==> src/inc/dms_pkg.sv <==
// Package for the DLL mode switch sequencer: constants, commands, states, carriers
package dms_pkg;

  // APB register offsets
  localparam logic [7:0] DMS_CTRL_OFF = 8'h00;
  localparam logic [7:0] DMS_STAT_OFF = 8'h04;
  localparam logic [7:0] DMS_TIME0_OFF = 8'h08;
  localparam logic [7:0] DMS_TIME1_OFF = 8'h0c;
  localparam logic [7:0] DMS_TIME2_OFF = 8'h10;
  localparam logic [7:0] DMS_MR0_OFF = 8'h14;
  localparam logic [7:0] DMS_MR1_OFF = 8'h18;
  localparam logic [7:0] DMS_MR2_OFF = 8'h1c;
  localparam logic [7:0] DMS_MR3_OFF = 8'h20;

  // Control register fields
  localparam int DMS_CTRL_GO_BIT = 0;
  localparam int DMS_CTRL_DIR_BIT = 1;
  localparam int DMS_CTRL_ODTEN_BIT = 2;
  localparam int DMS_CTRL_ZQ_BIT = 3;
  localparam int DMS_CTRL_FREQOK_BIT = 4;

  // Status register fields
  localparam int DMS_STAT_BUSY_BIT = 0;
  localparam int DMS_STAT_DONE_BIT = 1;
  localparam int DMS_STAT_FREQ_BIT = 2;
  localparam int DMS_STAT_LOCK_BIT = 3;
  localparam int DMS_STAT_STATE_LSB = 8;

  // Mode register bit positions
  localparam int DMS_MR1_DLL_BIT = 0;
  localparam int DMS_MR0_DLLRST_BIT = 8;

  // Nanosecond timing converted by rounding up to whole cycles
  localparam int DMS_CLK_PS = 8000;
  localparam int DMS_TCKSRE_NS = 10;
  localparam int DMS_TCKSRX_NS = 10;
  localparam int DMS_TXS_NS = 170;
  localparam int DMS_MOD_NCK = 12;
  localparam int DMS_MRD_NCK = 4;
  localparam int DMS_DLLK_NCK = 512;
  localparam int DMS_ZQOPER_NCK = 256;

  // Cycle counts, rounded up
  localparam logic [15:0] DMS_TCKSRE_CYC = 16'((DMS_TCKSRE_NS * 1000 + DMS_CLK_PS - 1) / DMS_CLK_PS);
  localparam logic [15:0] DMS_TCKSRX_CYC = 16'((DMS_TCKSRX_NS * 1000 + DMS_CLK_PS - 1) / DMS_CLK_PS);
  localparam logic [15:0] DMS_TXS_CYC = 16'((DMS_TXS_NS * 1000 + DMS_CLK_PS - 1) / DMS_CLK_PS);

  // Widths and mode register indices
  localparam int DMS_ADDR_W = 14;
  localparam logic [2:0] DMS_MR0_IDX = 3'h0;
  localparam logic [2:0] DMS_MR1_IDX = 3'h1;
  localparam logic [2:0] DMS_MR2_IDX = 3'h2;
  localparam logic [2:0] DMS_MR3_IDX = 3'h3;

  // Command encodings: cs_n, ras_n, cas_n, we_n
  localparam logic [3:0] DMS_CMD_NOP = 4'h7;
  localparam logic [3:0] DMS_CMD_MRS = 4'h0;
  localparam logic [3:0] DMS_CMD_SRE = 4'h1;
  localparam logic [3:0] DMS_CMD_ZQ = 4'h6;
  localparam logic [13:0] DMS_ZQCL_ADDR = 14'h0400;

  // Sequencer states
  typedef enum logic [4:0] {
    DMS_IDLE = 5'h00,
    DMS_OFF_MR1 = 5'h01,
    DMS_OFF_MOD = 5'h03,
    DMS_SRE = 5'h02,
    DMS_CKSRE = 5'h06,
    DMS_FREQ = 5'h07,
    DMS_CKSRX = 5'h05,
    DMS_SRX = 5'h04,
    DMS_TXS = 5'h0c,
    DMS_MR1_ON = 5'h0d,
    DMS_MR0_RST = 5'h0f,
    DMS_MRS_UPD = 5'h0e,
    DMS_ZQ = 5'h0a,
    DMS_WAIT_END = 5'h0b,
    DMS_DONE = 5'h09
  } dms_state_t;

  // Pin group toward the memory
  typedef struct packed {
    logic cke;
    logic odt;
    logic [3:0] cmd;
    logic [2:0] ba;
    logic [DMS_ADDR_W-1:0] addr;
  } dms_pins_t;

  // APB request carrier
  typedef struct packed {
    logic psel;
    logic penable;
    logic pwrite;
    logic [7:0] paddr;
    logic [31:0] pwdata;
  } dms_apb_req_t;

endpackage : dms_pkg

==> src/logic/dms_mr_store.sv <==
// Small memory of the mode register images with registered read data
`timescale 1ns/10ps
`default_nettype none
module dms_mr_store (
  // Clock and reset
  input wire logic ref_clk_in,
  input wire logic rst_b_in,
  // Write port
  input wire logic wr_en_in,
  input wire logic [1:0] wr_idx_in,
  input wire logic [dms_pkg::DMS_ADDR_W-1:0] wr_data_in,
  // Read port
  input wire logic [1:0] rd_idx_in,
  output logic [dms_pkg::DMS_ADDR_W-1:0] rd_data_out
);
  import dms_pkg::*;

  logic [DMS_ADDR_W-1:0] mem_r [4];

  always_ff @(posedge ref_clk_in or negedge rst_b_in) begin
    if (!rst_b_in) begin
      for (int i = 0; i < 4; i++) begin
        mem_r[i] <= '0;
      end
      rd_data_out <= '0;
    end else begin
      if (wr_en_in) begin
        mem_r[wr_idx_in] <= wr_data_in;
      end
      rd_data_out <= mem_r[rd_idx_in];
    end
  end
endmodule : dms_mr_store
`default_nettype wire

==> src/logic/dms_dll_switch.sv <==
// DLL on/off switch sequencer driving the memory command pins, run over APB
// Summary of operation
// - Start only from idle with banks precharged, timings met and termination off.
// - Enter self refresh and wait the clock-after-entry time before the clock changes.
// - Hold a stable clock for the clock-before-exit time before self refresh exit.
// - Keep CKE high from self refresh exit until DLL lock time after DLL reset.
// - If termination was enabled at entry, keep ODT low until DLL lock time after reset.
// - If termination was disabled at entry, ODT may be at either level.
// - After the exit delay write mode register 1 bit A0 as 0 to enable the DLL.
// - A mode-register-set delay later write mode register 0 bit A8 as 1 to reset the DLL.
// - A further mode-register-set delay later program the new frequency settings.
// - Long ZQ calibration may follow once the update delay from the last write passed.
// - No DLL-dependent command before the DLL lock time after reset has passed.
// - After a long ZQ calibration also wait the ZQ operation time.
// - For on-to-off write mode register 1 bit A0 as 1 before self refresh entry.
// - After on-to-off exit reprogram the mode registers for DLL-off before other commands.
// - Cycle delays are counted in clock edges; mode register writes are 4 cycles apart.
// - Nanosecond timings convert to cycles rounding up.
// - The clock may change only in self refresh or precharge power-down.
//
// Register access over APB and the register addresses were left to the implementer.
`timescale 1ns/10ps
`default_nettype none
module dms_dll_switch (
  // Clock and reset
  input wire logic ref_clk_in,
  input wire logic rst_b_in,
  // APB slave
  input wire dms_pkg::dms_apb_req_t apb_in,
  output logic pready_out,
  output logic pslverr_out,
  output logic [31:0] prdata_out,
  // Memory pins
  output dms_pkg::dms_pins_t mem_out,
  // Clock source control
  output logic freq_change_ok_out,
  output logic dll_locked_out
);
  import dms_pkg::*;

  ////////////////////////////////////////////////////////////////////////////
  // Register bank
  logic go_r, dir_r, odten_r, zq_r, freqok_r, done_r;
  logic dir_nxt;
  dms_state_t st_r, st_nxt;
  logic [15:0] cnt_r, cnt_nxt;
  logic [15:0] dllk_r, dllk_nxt;
  logic [1:0] upd_r, upd_nxt;
  dms_pins_t pins_r, pins_nxt;
  logic [DMS_ADDR_W-1:0] mr_rd;
  logic [1:0] mr_rd_idx;
  logic wr_acc, rd_acc;
  wire wr_ctrl = wr_acc && apb_in.paddr == DMS_CTRL_OFF;
  wire [1:0] wr_mr_idx = 2'((apb_in.paddr - DMS_MR0_OFF) >> 2);
  wire wr_mr = wr_acc && apb_in.paddr >= DMS_MR0_OFF && apb_in.paddr <= DMS_MR3_OFF;
  wire addr_ok = apb_in.paddr <= DMS_MR3_OFF && apb_in.paddr[1:0] == 2'h0;
  wire busy = st_r != DMS_IDLE && st_r != DMS_DONE;
  logic mr_wait_r;
  wire rd_mr = apb_in.psel && apb_in.penable && !apb_in.pwrite && addr_ok &&
               apb_in.paddr >= DMS_MR0_OFF;
  // Image the sequencer needs one cycle ahead, else the one software addresses
  wire [1:0] store_rd_idx = (st_r == DMS_MRS_UPD) ? upd_r :
                            (st_r == DMS_OFF_MR1) ? DMS_MR1_IDX[1:0] :
                            (st_r == DMS_TXS) ? (dir_r ? DMS_MR0_IDX[1:0] : DMS_MR1_IDX[1:0]) :
                            (st_r == DMS_MR1_ON || st_r == DMS_MR0_RST) ? DMS_MR0_IDX[1:0] :
                            mr_rd_idx;

  assign wr_acc = apb_in.psel && apb_in.penable && apb_in.pwrite && addr_ok;
  assign rd_acc = apb_in.psel && !apb_in.penable && !apb_in.pwrite;
  // Mode image reads hold one wait state for the registered store output
  assign pready_out = !(rd_mr && !mr_wait_r);
  assign pslverr_out = apb_in.psel && apb_in.penable && !addr_ok;
  assign mem_out = pins_r;
  assign freq_change_ok_out = st_r == DMS_FREQ;
  assign dll_locked_out = dllk_r == '0;

  // Read setup cycle selects the image one cycle early
  assign mr_rd_idx = 2'((apb_in.paddr - DMS_MR0_OFF) >> 2);

  function automatic logic [15:0] dms_dec(input logic [15:0] v);
    dms_dec = (v == '0) ? '0 : 16'(v - 16'h0001);
  endfunction : dms_dec

  function automatic logic [DMS_ADDR_W-1:0] dms_setbit(input logic [DMS_ADDR_W-1:0] v,
                                                      input int pos, input logic b);
    logic [DMS_ADDR_W-1:0] r;
    r = v;
    r[pos] = b;
    dms_setbit = r;
  endfunction : dms_setbit

  dms_mr_store u_store (
    .ref_clk_in(ref_clk_in),
    .rst_b_in(rst_b_in),
    .wr_en_in(wr_mr),
    .wr_idx_in(wr_mr_idx),
    .wr_data_in(apb_in.pwdata[DMS_ADDR_W-1:0]),
    .rd_idx_in(store_rd_idx),
    .rd_data_out(mr_rd)
  );

  ////////////////////////////////////////////////////////////////////////////
  // Control register
  always_ff @(posedge ref_clk_in or negedge rst_b_in) begin
    if (!rst_b_in) begin
      go_r <= 1'b0;
      dir_r <= 1'b0;
      odten_r <= 1'b0;
      zq_r <= 1'b0;
      freqok_r <= 1'b0;
    end else begin
      go_r <= wr_ctrl && !busy && apb_in.pwdata[DMS_CTRL_GO_BIT];
      if (wr_ctrl && !busy) begin
        dir_r <= apb_in.pwdata[DMS_CTRL_DIR_BIT];
        odten_r <= apb_in.pwdata[DMS_CTRL_ODTEN_BIT];
        zq_r <= apb_in.pwdata[DMS_CTRL_ZQ_BIT];
      end
      if (wr_ctrl) begin
        freqok_r <= apb_in.pwdata[DMS_CTRL_FREQOK_BIT];
      end else if (st_r != DMS_FREQ) begin
        freqok_r <= 1'b0;
      end
    end
  end

  ////////////////////////////////////////////////////////////////////////////
  // Read wait state
  always_ff @(posedge ref_clk_in or negedge rst_b_in) begin
    if (!rst_b_in) begin
      mr_wait_r <= 1'b0;
    end else begin
      mr_wait_r <= rd_mr && !mr_wait_r;
    end
  end

  ////////////////////////////////////////////////////////////////////////////
  // Read data
  always_ff @(posedge ref_clk_in or negedge rst_b_in) begin
    if (!rst_b_in) begin
      prdata_out <= '0;
    end else if (rd_acc) begin
      prdata_out <= '0;
      if (apb_in.paddr == DMS_CTRL_OFF) begin
        prdata_out[DMS_CTRL_DIR_BIT] <= dir_r;
        prdata_out[DMS_CTRL_ODTEN_BIT] <= odten_r;
        prdata_out[DMS_CTRL_ZQ_BIT] <= zq_r;
      end else if (apb_in.paddr == DMS_STAT_OFF) begin
        prdata_out[DMS_STAT_BUSY_BIT] <= busy;
        prdata_out[DMS_STAT_DONE_BIT] <= done_r;
        prdata_out[DMS_STAT_FREQ_BIT] <= st_r == DMS_FREQ;
        prdata_out[DMS_STAT_LOCK_BIT] <= dllk_r == '0;
        prdata_out[DMS_STAT_STATE_LSB +: 5] <= st_r;
      end else if (apb_in.paddr == DMS_TIME0_OFF) begin
        prdata_out <= {DMS_TCKSRX_CYC, DMS_TCKSRE_CYC};
      end else if (apb_in.paddr == DMS_TIME1_OFF) begin
        prdata_out <= {16'(DMS_MOD_NCK), DMS_TXS_CYC};
      end else if (apb_in.paddr == DMS_TIME2_OFF) begin
        prdata_out <= {16'(DMS_ZQOPER_NCK), 16'(DMS_DLLK_NCK)};
      end
    end else if (apb_in.psel && apb_in.penable && !apb_in.pwrite &&
                 apb_in.paddr >= DMS_MR0_OFF && apb_in.paddr <= DMS_MR3_OFF) begin
      prdata_out <= 32'(mr_rd);
    end
  end

  ////////////////////////////////////////////////////////////////////////////
  // Sequencer
  always_comb begin
    st_nxt = st_r;
    cnt_nxt = dms_dec(cnt_r);
    dllk_nxt = dms_dec(dllk_r);
    upd_nxt = upd_r;
    dir_nxt = dir_r;
    pins_nxt = pins_r;
    pins_nxt.cmd = DMS_CMD_NOP;
    case (st_r)
      DMS_IDLE, DMS_DONE: begin
        if (go_r) begin
          pins_nxt.odt = 1'b0;
          cnt_nxt = 16'h0001;
          st_nxt = dir_r ? DMS_OFF_MR1 : DMS_SRE;
        end
      end
      DMS_OFF_MR1: begin
        if (cnt_r == '0) begin
          pins_nxt.cmd = DMS_CMD_MRS;
          pins_nxt.ba = DMS_MR1_IDX;
          pins_nxt.addr = dms_setbit(mr_rd, DMS_MR1_DLL_BIT, 1'b1);
          cnt_nxt = 16'(DMS_MOD_NCK - 1);
          st_nxt = DMS_OFF_MOD;
        end
      end
      DMS_OFF_MOD: begin
        if (cnt_r == '0) begin
          st_nxt = DMS_SRE;
        end
      end
      DMS_SRE: begin
        pins_nxt.cmd = DMS_CMD_SRE;
        pins_nxt.cke = 1'b0;
        cnt_nxt = DMS_TCKSRE_CYC - 16'h0001;
        st_nxt = DMS_CKSRE;
      end
      DMS_CKSRE: begin
        if (cnt_r == '0) begin
          st_nxt = DMS_FREQ;
        end
      end
      DMS_FREQ: begin
        if (freqok_r) begin
          cnt_nxt = DMS_TCKSRX_CYC - 16'h0001;
          st_nxt = DMS_CKSRX;
        end
      end
      DMS_CKSRX: begin
        if (cnt_r == '0) begin
          st_nxt = DMS_SRX;
        end
      end
      DMS_SRX: begin
        pins_nxt.cke = 1'b1;
        pins_nxt.odt = 1'b0;
        cnt_nxt = DMS_TXS_CYC - 16'h0001;
        st_nxt = DMS_TXS;
      end
      DMS_TXS: begin
        if (cnt_r == '0) begin
          upd_nxt = '0;
          st_nxt = dir_r ? DMS_MRS_UPD : DMS_MR1_ON;
        end
      end
      DMS_MR1_ON: begin
        pins_nxt.cmd = DMS_CMD_MRS;
        pins_nxt.ba = DMS_MR1_IDX;
        pins_nxt.addr = dms_setbit(mr_rd, DMS_MR1_DLL_BIT, 1'b0);
        cnt_nxt = 16'(DMS_MRD_NCK - 1);
        st_nxt = DMS_MR0_RST;
      end
      DMS_MR0_RST: begin
        if (cnt_r == '0) begin
          pins_nxt.cmd = DMS_CMD_MRS;
          pins_nxt.ba = DMS_MR0_IDX;
          pins_nxt.addr = dms_setbit(mr_rd, DMS_MR0_DLLRST_BIT, 1'b1);
          dllk_nxt = 16'(DMS_DLLK_NCK);
          cnt_nxt = 16'(DMS_MRD_NCK - 1);
          upd_nxt = '0;
          st_nxt = DMS_MRS_UPD;
        end
      end
      DMS_MRS_UPD: begin
        if (cnt_r == '0) begin
          pins_nxt.cmd = DMS_CMD_MRS;
          pins_nxt.ba = {1'b0, upd_r};
          pins_nxt.addr = mr_rd;
          if (upd_r == DMS_MR1_IDX[1:0]) begin
            pins_nxt.addr = dms_setbit(mr_rd, DMS_MR1_DLL_BIT, dir_r);
          end
          cnt_nxt = 16'(DMS_MRD_NCK - 1);
          upd_nxt = 2'(upd_r + 2'h1);
          if (upd_r == 2'h3) begin
            cnt_nxt = 16'(DMS_MOD_NCK - 1);
            st_nxt = zq_r ? DMS_ZQ : DMS_WAIT_END;
          end
        end
      end
      DMS_ZQ: begin
        if (cnt_r == '0) begin
          pins_nxt.cmd = DMS_CMD_ZQ;
          pins_nxt.addr = DMS_ZQCL_ADDR;
          cnt_nxt = 16'(DMS_ZQOPER_NCK - 1);
          st_nxt = DMS_WAIT_END;
        end
      end
      DMS_WAIT_END: begin
        if (cnt_r == '0 && dllk_r == '0) begin
          st_nxt = DMS_DONE;
        end
      end
      default: begin
        st_nxt = DMS_IDLE;
      end
    endcase
    if (odten_r && st_r != DMS_IDLE && st_r != DMS_DONE) begin
      pins_nxt.odt = 1'b0;
    end
  end

  ////////////////////////////////////////////////////////////////////////////
  // State and pin registers
  always_ff @(posedge ref_clk_in or negedge rst_b_in) begin
    if (!rst_b_in) begin
      st_r <= DMS_IDLE;
      cnt_r <= '0;
      dllk_r <= '0;
      upd_r <= '0;
      done_r <= 1'b0;
      pins_r <= '{cke: 1'b1, odt: 1'b0, cmd: DMS_CMD_NOP, ba: '0, addr: '0};
    end else begin
      st_r <= st_nxt;
      cnt_r <= cnt_nxt;
      dllk_r <= dllk_nxt;
      upd_r <= upd_nxt;
      pins_r <= pins_nxt;
      done_r <= st_nxt == DMS_DONE;
    end
  end
endmodule : dms_dll_switch
`default_nettype wire

==> config.mk <==
export PLATFORM = sky130hd
export DESIGN_NAME = dms_dll_switch
export DESIGN_NICKNAME = d
export VERILOG_FILES = /design/src/inc/dms_pkg.sv /design/src/logic/dms_mr_store.sv /design/src/logic/dms_dll_switch.sv
export SDC_FILE = /design/constraint.sdc
export NUM_CORES = 1
export LEC_CHECK = 0
export BUFFER_PORTS_ARGS = -buffer_cell sky130_fd_sc_hd__clkbuf_2
export CAP_MARGIN = 10
export CORE_MARGIN = 1
export CORE_UTILIZATION = 51
export CTS_BUF_LIST = sky130_fd_sc_hd__clkbuf_4 sky130_fd_sc_hd__clkbuf_8 sky130_fd_sc_hd__clkbuf_16
export DETAILED_ROUTE_END_ITERATION = 7
export PLACE_DENSITY_LB_ADDON = 0.1
export SYNTH_ARGS = -nofsm -noshare
export SYNTH_HDL_FRONTEND = slang
export SYNTH_HIERARCHICAL = 1
export SYNTH_SLANG_ARGS = --single-unit
==> constraint.sdc <==
create_clock -name ref_clk_in -period 4.1 [get_ports ref_clk_in]
set_clock_uncertainty 0.05 [all_clocks]
set_input_delay 0.615 -clock ref_clk_in [delete_from_list [all_inputs] [get_ports ref_clk_in]]
set_output_delay 0.615 -clock ref_clk_in [all_outputs]
set_load 0.03 [all_outputs]
After elaboration in Yosys (flattened, before gate mapping)

Index checks and enable logic that the tools add are counted.

Register bits after elaboration: 171
Bits of input ports: 45
Output and inout port bits: 59
Word-level logic and storage cells: 180

Add/sub/neg operators: 4
$lt $le $gt $ge: 5
Equal/unequal tests: 29
Muxes and demuxes: 69
Bitwise operators: 2
Reductions and logical operators: 49

Operator list:

| kind                                                                   | count |
|---|---|
| 16-bit two-way mux                                                     | 10 |
| 16-bit case mux with 9 select lines                                    | 1 |
| 32-bit two-way mux                                                     | 4 |
| 14-bit case mux with 5 select lines                                    | 1 |
| 5-bit case mux with 14 select lines                                    | 1 |
| 5-bit two-way mux                                                      | 13 |
| 20-bit two-way mux                                                     | 3 |
| 56-bit bitwise mux                                                     | 1 |
| 14-bit two-way mux                                                     | 4 |
| 5-bit by 4-bit equality test with 1-bit output (second input constant) | 8 |
| 16-bit zero test                                                       | 2 |
| 16-bit by 1-bit subtractor with 16-bit output (second input constant)  | 2 |
| 14-bit binary-select mux with 2-bit select                             | 1 |
| 14-bit demux with 2-bit select                                         | 1 |
| 28-bit two-way mux                                                     | 1 |
| 25-bit two-way mux                                                     | 1 |
| 4-bit case mux with 6 select lines                                     | 1 |
| 1-bit logical AND                                                      | 23 |
| 5-bit by 3-bit equality test with 1-bit output (second input constant) | 4 |
| 19-bit two-way mux                                                     | 1 |
| 8-bit by 4-bit equality test with 1-bit output (second input constant) | 2 |
| 2-bit two-way mux                                                      | 8 |
| 4-bit two-way mux                                                      | 3 |
| 3-bit case mux with 4 select lines                                     | 1 |
| other kinds (36)                                                       | 61 |

Longest topological paths before layout

Word-level depth: 10
Gate-level depth with buffers: 9
Mapped depth without buffers: 8

Modules after synthesis

The synthesis kept the hierarchy.

Modules (own cells, without submodules):

| module         | times used | cells an instance | area an instance (sq um) | sequential area each (sq um) |
|---|---|---|---|---|
| dms_dll_switch | 1          | 506               | 4690.7                   | 2055.7 |
| dms_mr_store   | 1          | 151               | 2782.7                   | 1751.7 |

Worst setup path after synthesis

No wires, ideal clock.

Path kind: input port to output port
Start point: in apb_in[35] (netlist name)
End point: out pready_out
Arrival time: 2.177 ns
Data required time: 3.435 ns
Path slack: 1.258 ns
Cell stages on the path: 6
Buffers on the path: 0
Path through: inv_1 > ha_1 > or3b_2 > nand2_1 > a21oi_1 > or4_1

Word-level cells in the longest chain between the ends: 6
Elaborated cells between the ends (all ways): 7
Classes of those cells: order compare: 2; reduce/logical: 5

RTL lines:

| element                                                   | RTL line             | RTL |
|---|---|---|
| start: declaration                                        | dms_dll_switch.sv:29 | `input wire dms_pkg::dms_apb_req_t apb_in,` |
| 8-bit by 6-bit less-or-equal comparator with 1-bit output | dms_dll_switch.sv:56 | `wire addr_ok = apb_in.paddr <= DMS_MR3_OFF && apb_in.paddr[1:0] == 2'h0;` |
| 1-bit logical AND                                         | dms_dll_switch.sv:56 |  |
| 1-bit logical AND                                         | dms_dll_switch.sv:59 | `wire rd_mr = apb_in.psel && apb_in.penable && !apb_in.pwrite && addr_ok &&` |
| 1-bit logical AND *                                       | dms_dll_switch.sv:59 |  |
| 1-bit logical AND *                                       | dms_dll_switch.sv:71 | `assign pready_out = !(rd_mr && !mr_wait_r);` |
| 1-bit zero test *                                         | dms_dll_switch.sv:71 |  |
| end: declaration                                          | dms_dll_switch.sv:30 | `output logic pready_out,` |

Every way passes the cells marked *; elsewhere a longest branch is shown, timed or not.

Final worst setup path

Ends and elaborated chain as after synthesis.

==> run metrics <==
core occupancy in the finished layout=60.1%; core box area=0.0141 mm^2; post-cts resize count=0; part of the total power dissipated in the clock network=36.6%; worst-case register-to-register setup slack=1080 ps; worst-path fanout max=8; H-tree levels=4; number of instances in the synthesized netlist=657; wire length after detailed routing=16.8 mm; yosys warns=6; FMAX=0.316 GHz; clock buffers created by TritonCTS=17; vias per cell=5.78; number of enable-type register cells in the synthesized netlist=0; CP Data Required Time=3430 ps; IO Pins=104; crit share post-route=77.2%; type of origin of the critical path=input pin; routability cong.=0.892; total of endpoints with negative setup slack in the final report=0; worst-case headroom to the max-slew limit=28.7%; number of cells on the worst reg-to-reg path=6; clock-pin slew reported for the worst setup and hold paths after clock tree synthesis=70 ps; fraction of synthesis flops using an asynchronous set or reset pin=100%; global routing usage on met2=40.2%; CP cell instances=clkbuf_2 -> inv_1 -> ha_1 -> or3b_2 -> nand2_1 -> a21oi_1 -> or4_1 -> clkbuf_2; Combinational Power Share=20.5%; share of the synthesized area in compound gates (AO/OA/AOI/OAI)=10.1%; total leakage power=4.19 nW; number of buffer and inverter instances along the worst setup path=3; synthesized flop and latch total=152; largest family of logic cells by synthesized area=multiplexers; Worst IR Drop VDD=0.290 mV; setup repair after global routing missed its margin=false; power per cell area=472 mW/mm^2; proportion of synthesized chip area in sequential cells=50.9%; non-filler cells in the finished layout=912; worst slack on hold paths=183 ps; routed length per placed instance=18.4 um; layer with the highest usage after global routing=met2; Synth Area in Adders=1.67%; Sinks on Clock Net=152; share of layout cells above drive strength 1=29.4%; first-pass GRT wire length=27.6 mm; post-synthesis xor/xnor area fraction=3.05%; largest net degree at the start of global routing=85; total global-route track usage=24.1%; met1 routing resource usage after global routing=30.9%; Port Buf Inserts=68; area added between synthesis and finish=13.4%; die width=123 um; antenna violations before repair=0; count of vias placed by the detailed router=5274; most instantiated flip-flop cell in the synthesis netlist=sky130_fd_sc_hd__dfrtp_1; setup TNS after final layout=0 ps; total grt overflow=0; finished layout cell area=0.00848 mm^2; Synth top area share=49.9%; Clock Root Buffer=sky130_fd_sc_hd__clkbuf_16; net switching component of the power=1.26 mW; reg-to-reg critical path startpoint=st_r[3]; number of buffers inserted by post-CTS setup repair=0; met3 track utilization from global routing=5.35%; Placement Rows=43; Worst Hold Class=input pin to asynchronous set/reset pin; Slew Viols, Final=0; fill cell instance count of the final layout=1157; library cell contributing the largest single delay on the critical path=sky130_fd_sc_hd__or4_1; number of remaining DRC errors=0; synth top area cells=sky130_fd_sc_hd__dfrtp_1 50%, sky130_fd_sc_hd__mux2_2 9.5%, sky130_fd_sc_hd__mux4_2 4.2%; crit-path leading delay family=simple AND/OR/NAND/NOR gates; initial core utilization=53.0%; number of global-route vias before repair=5264; type of the worst setup path=input pin to primary output; area leader, netlist=sky130_fd_sc_hd__dfrtp_1; Switching Share=31.6%; Post-Synthesis Cell Area=0.00747 mm^2; max cap viols=0; CTS tree=built; Reg-to-Reg End=u_store/rd_data_out[0]; biggest cell delay along the critical path=510 ps; Simple-Gate Fraction of Synth Area=14.1%; chip height=123 um; outcome=finished, final reports clean; Worst Max-Slew Pin Slew=1060 ps; violation count after the first detailed-route iteration=335; number of nets in the layout=774; die footprint=0.0151 mm^2; Tmin final=3170 ps; sequential power share=42.9%; hold buffers post-CTS=0; cell type with the highest occurrence count on the critical path=sky130_fd_sc_hd__clkbuf_2; HPWL reported at the end of detailed placement=11.7 mm; number of search-and-repair iterations in the first detailed-routing pass=5; design internal power=2.74 mW; Setup crit end kind=primary output; post-synthesis area per instance=11.4 um^2; clock latency of the later-clocked register in the worst-skew pair=420 ps; post-synthesis mux area share=14.8%; number of nets still failing antenna checks after routing=0; Cell variety after synth=70; Post-Place Cell Area=0.00793 mm^2; Bufs on Longest Clock Path=2; arrival time reported for the critical path endpoint=2500 ps; Final Hold Violating Endpoints=0; # diodes=0; Cell Count Post-Placement=880
==> per-stage QoR <==
stage	setup slack (ps)	total power, mW
after floorplan	1260	2.35
after global placement	910	2.54
after detailed placement	823	2.56
after CTS	944	4.04
after global routing	829	4.21
final	934	4.00
==> power groups by stage <==
stage          clock network [mW]  registers [mW]  logic [mW]
2_1_floorplan                   0            1.76       0.598
3_3_place_gp                    0            1.74       0.801
3_5_place_dp                    0            1.74       0.822
4_1_cts                      1.50            1.72       0.828
5_1_grt                      1.56            1.73       0.916
6_report                     1.47            1.72       0.823
==> sequential cells by signal (all words and copies together) (netlist names), 2 cells and up <==
| signal | flops |
|---|---|
| cnt_r | 16 |
| dllk_r | 16 |
| mem_out | 19 |
| prdata_out | 17 |
| st_r | 5 |
| u_store/mem_r | 56 |
| u_store/rd_data_out | 14 |
| upd_r | 2 |
==> metal layers <==
metal / vias to the layer above / routed length (um)
met4: 0 / 286
met2: 160 / 8480
li1: 2474 / -
met3: 21 / 747
met1: 2619 / 7310
met5: - / 0
==> kinds of logic after synthesis <==
kind of cell,Yosys count
compound gates,106
xor+xnor,26
fa+ha+maj,10
buf+inv,78
flops,152
mux,85
other cells,1
simple gates,199
==> worst max-delay path by stage <==
stage / start / end / slack (ps) / cells after the start
CTS: apb_in[35] / pready_out / 940 / 8
global placement: apb_in[34] / u_store/mem_r[49] / 910 / 10
detailed placement: apb_in[34] / u_store/mem_r[45] / 820 / 10
global route: apb_in[35] / pready_out / 830 / 8
finish: apb_in[35] / pready_out / 930 / 8
floorplan: apb_in[35] / pready_out / 1260 / 6
==> placed cells by master, fill, tap and decap left out, drive strengths merged, types with 7 or more instances in the layout <==
cell type / count
nand2b: 12
a21oi: 23
nand3b: 7
nor4: 10
nor2: 59
o211ai: 7
o21ai: 16
nand2: 32
xor2: 7
nand3: 10
ha: 10
xnor2: 19
mux2: 63
mux2i: 8
conb: 18
mux4: 14
or4: 10
nor3: 22
inv: 29
dfrtp: 149
a22o: 11
buf: 15
nor3b: 7
clkbuf: 86
==> final cells by class <==
class / count / area [um^2] / share of cell area, %
Clock buffer: 19 / 440 / 5.19
Clock inverter: 13 / 111 / 1.31
Inverter: 22 / 82.6 / 0.974
Multi-Input combinational cell: 444 / 3360 / 39.6
Sequential cell: 152 / 3810 / 44.9
Tap cell: 180 / 225 / 2.66
Timing Repair Buffer: 82 / 452 / 5.33
==> synthesized netlist by cell type, drive strengths merged, types with 3 or more instances <==
cell / number
dfrtp: 149
mux2: 63
nor2: 59
nand2: 32
buf: 28
clkbuf: 28
a21oi: 23
inv: 22
nor3: 22
xnor2: 19
o21ai: 16
mux4: 14
nand2b: 12
a22o: 11
ha: 10
nand3: 10
nor4: 10
or4: 10
mux2i: 8
nand3b: 7
nor3b: 7
o211ai: 7
xor2: 7
a21o: 6
o221a: 6
o31ai: 6
or3: 6
nor2b: 5
nand4: 4
a211oi: 3
a31oi: 3
and3: 3
dfstp: 3
o21bai: 3
No activity file was read; power rests on OpenSTA's default activity.
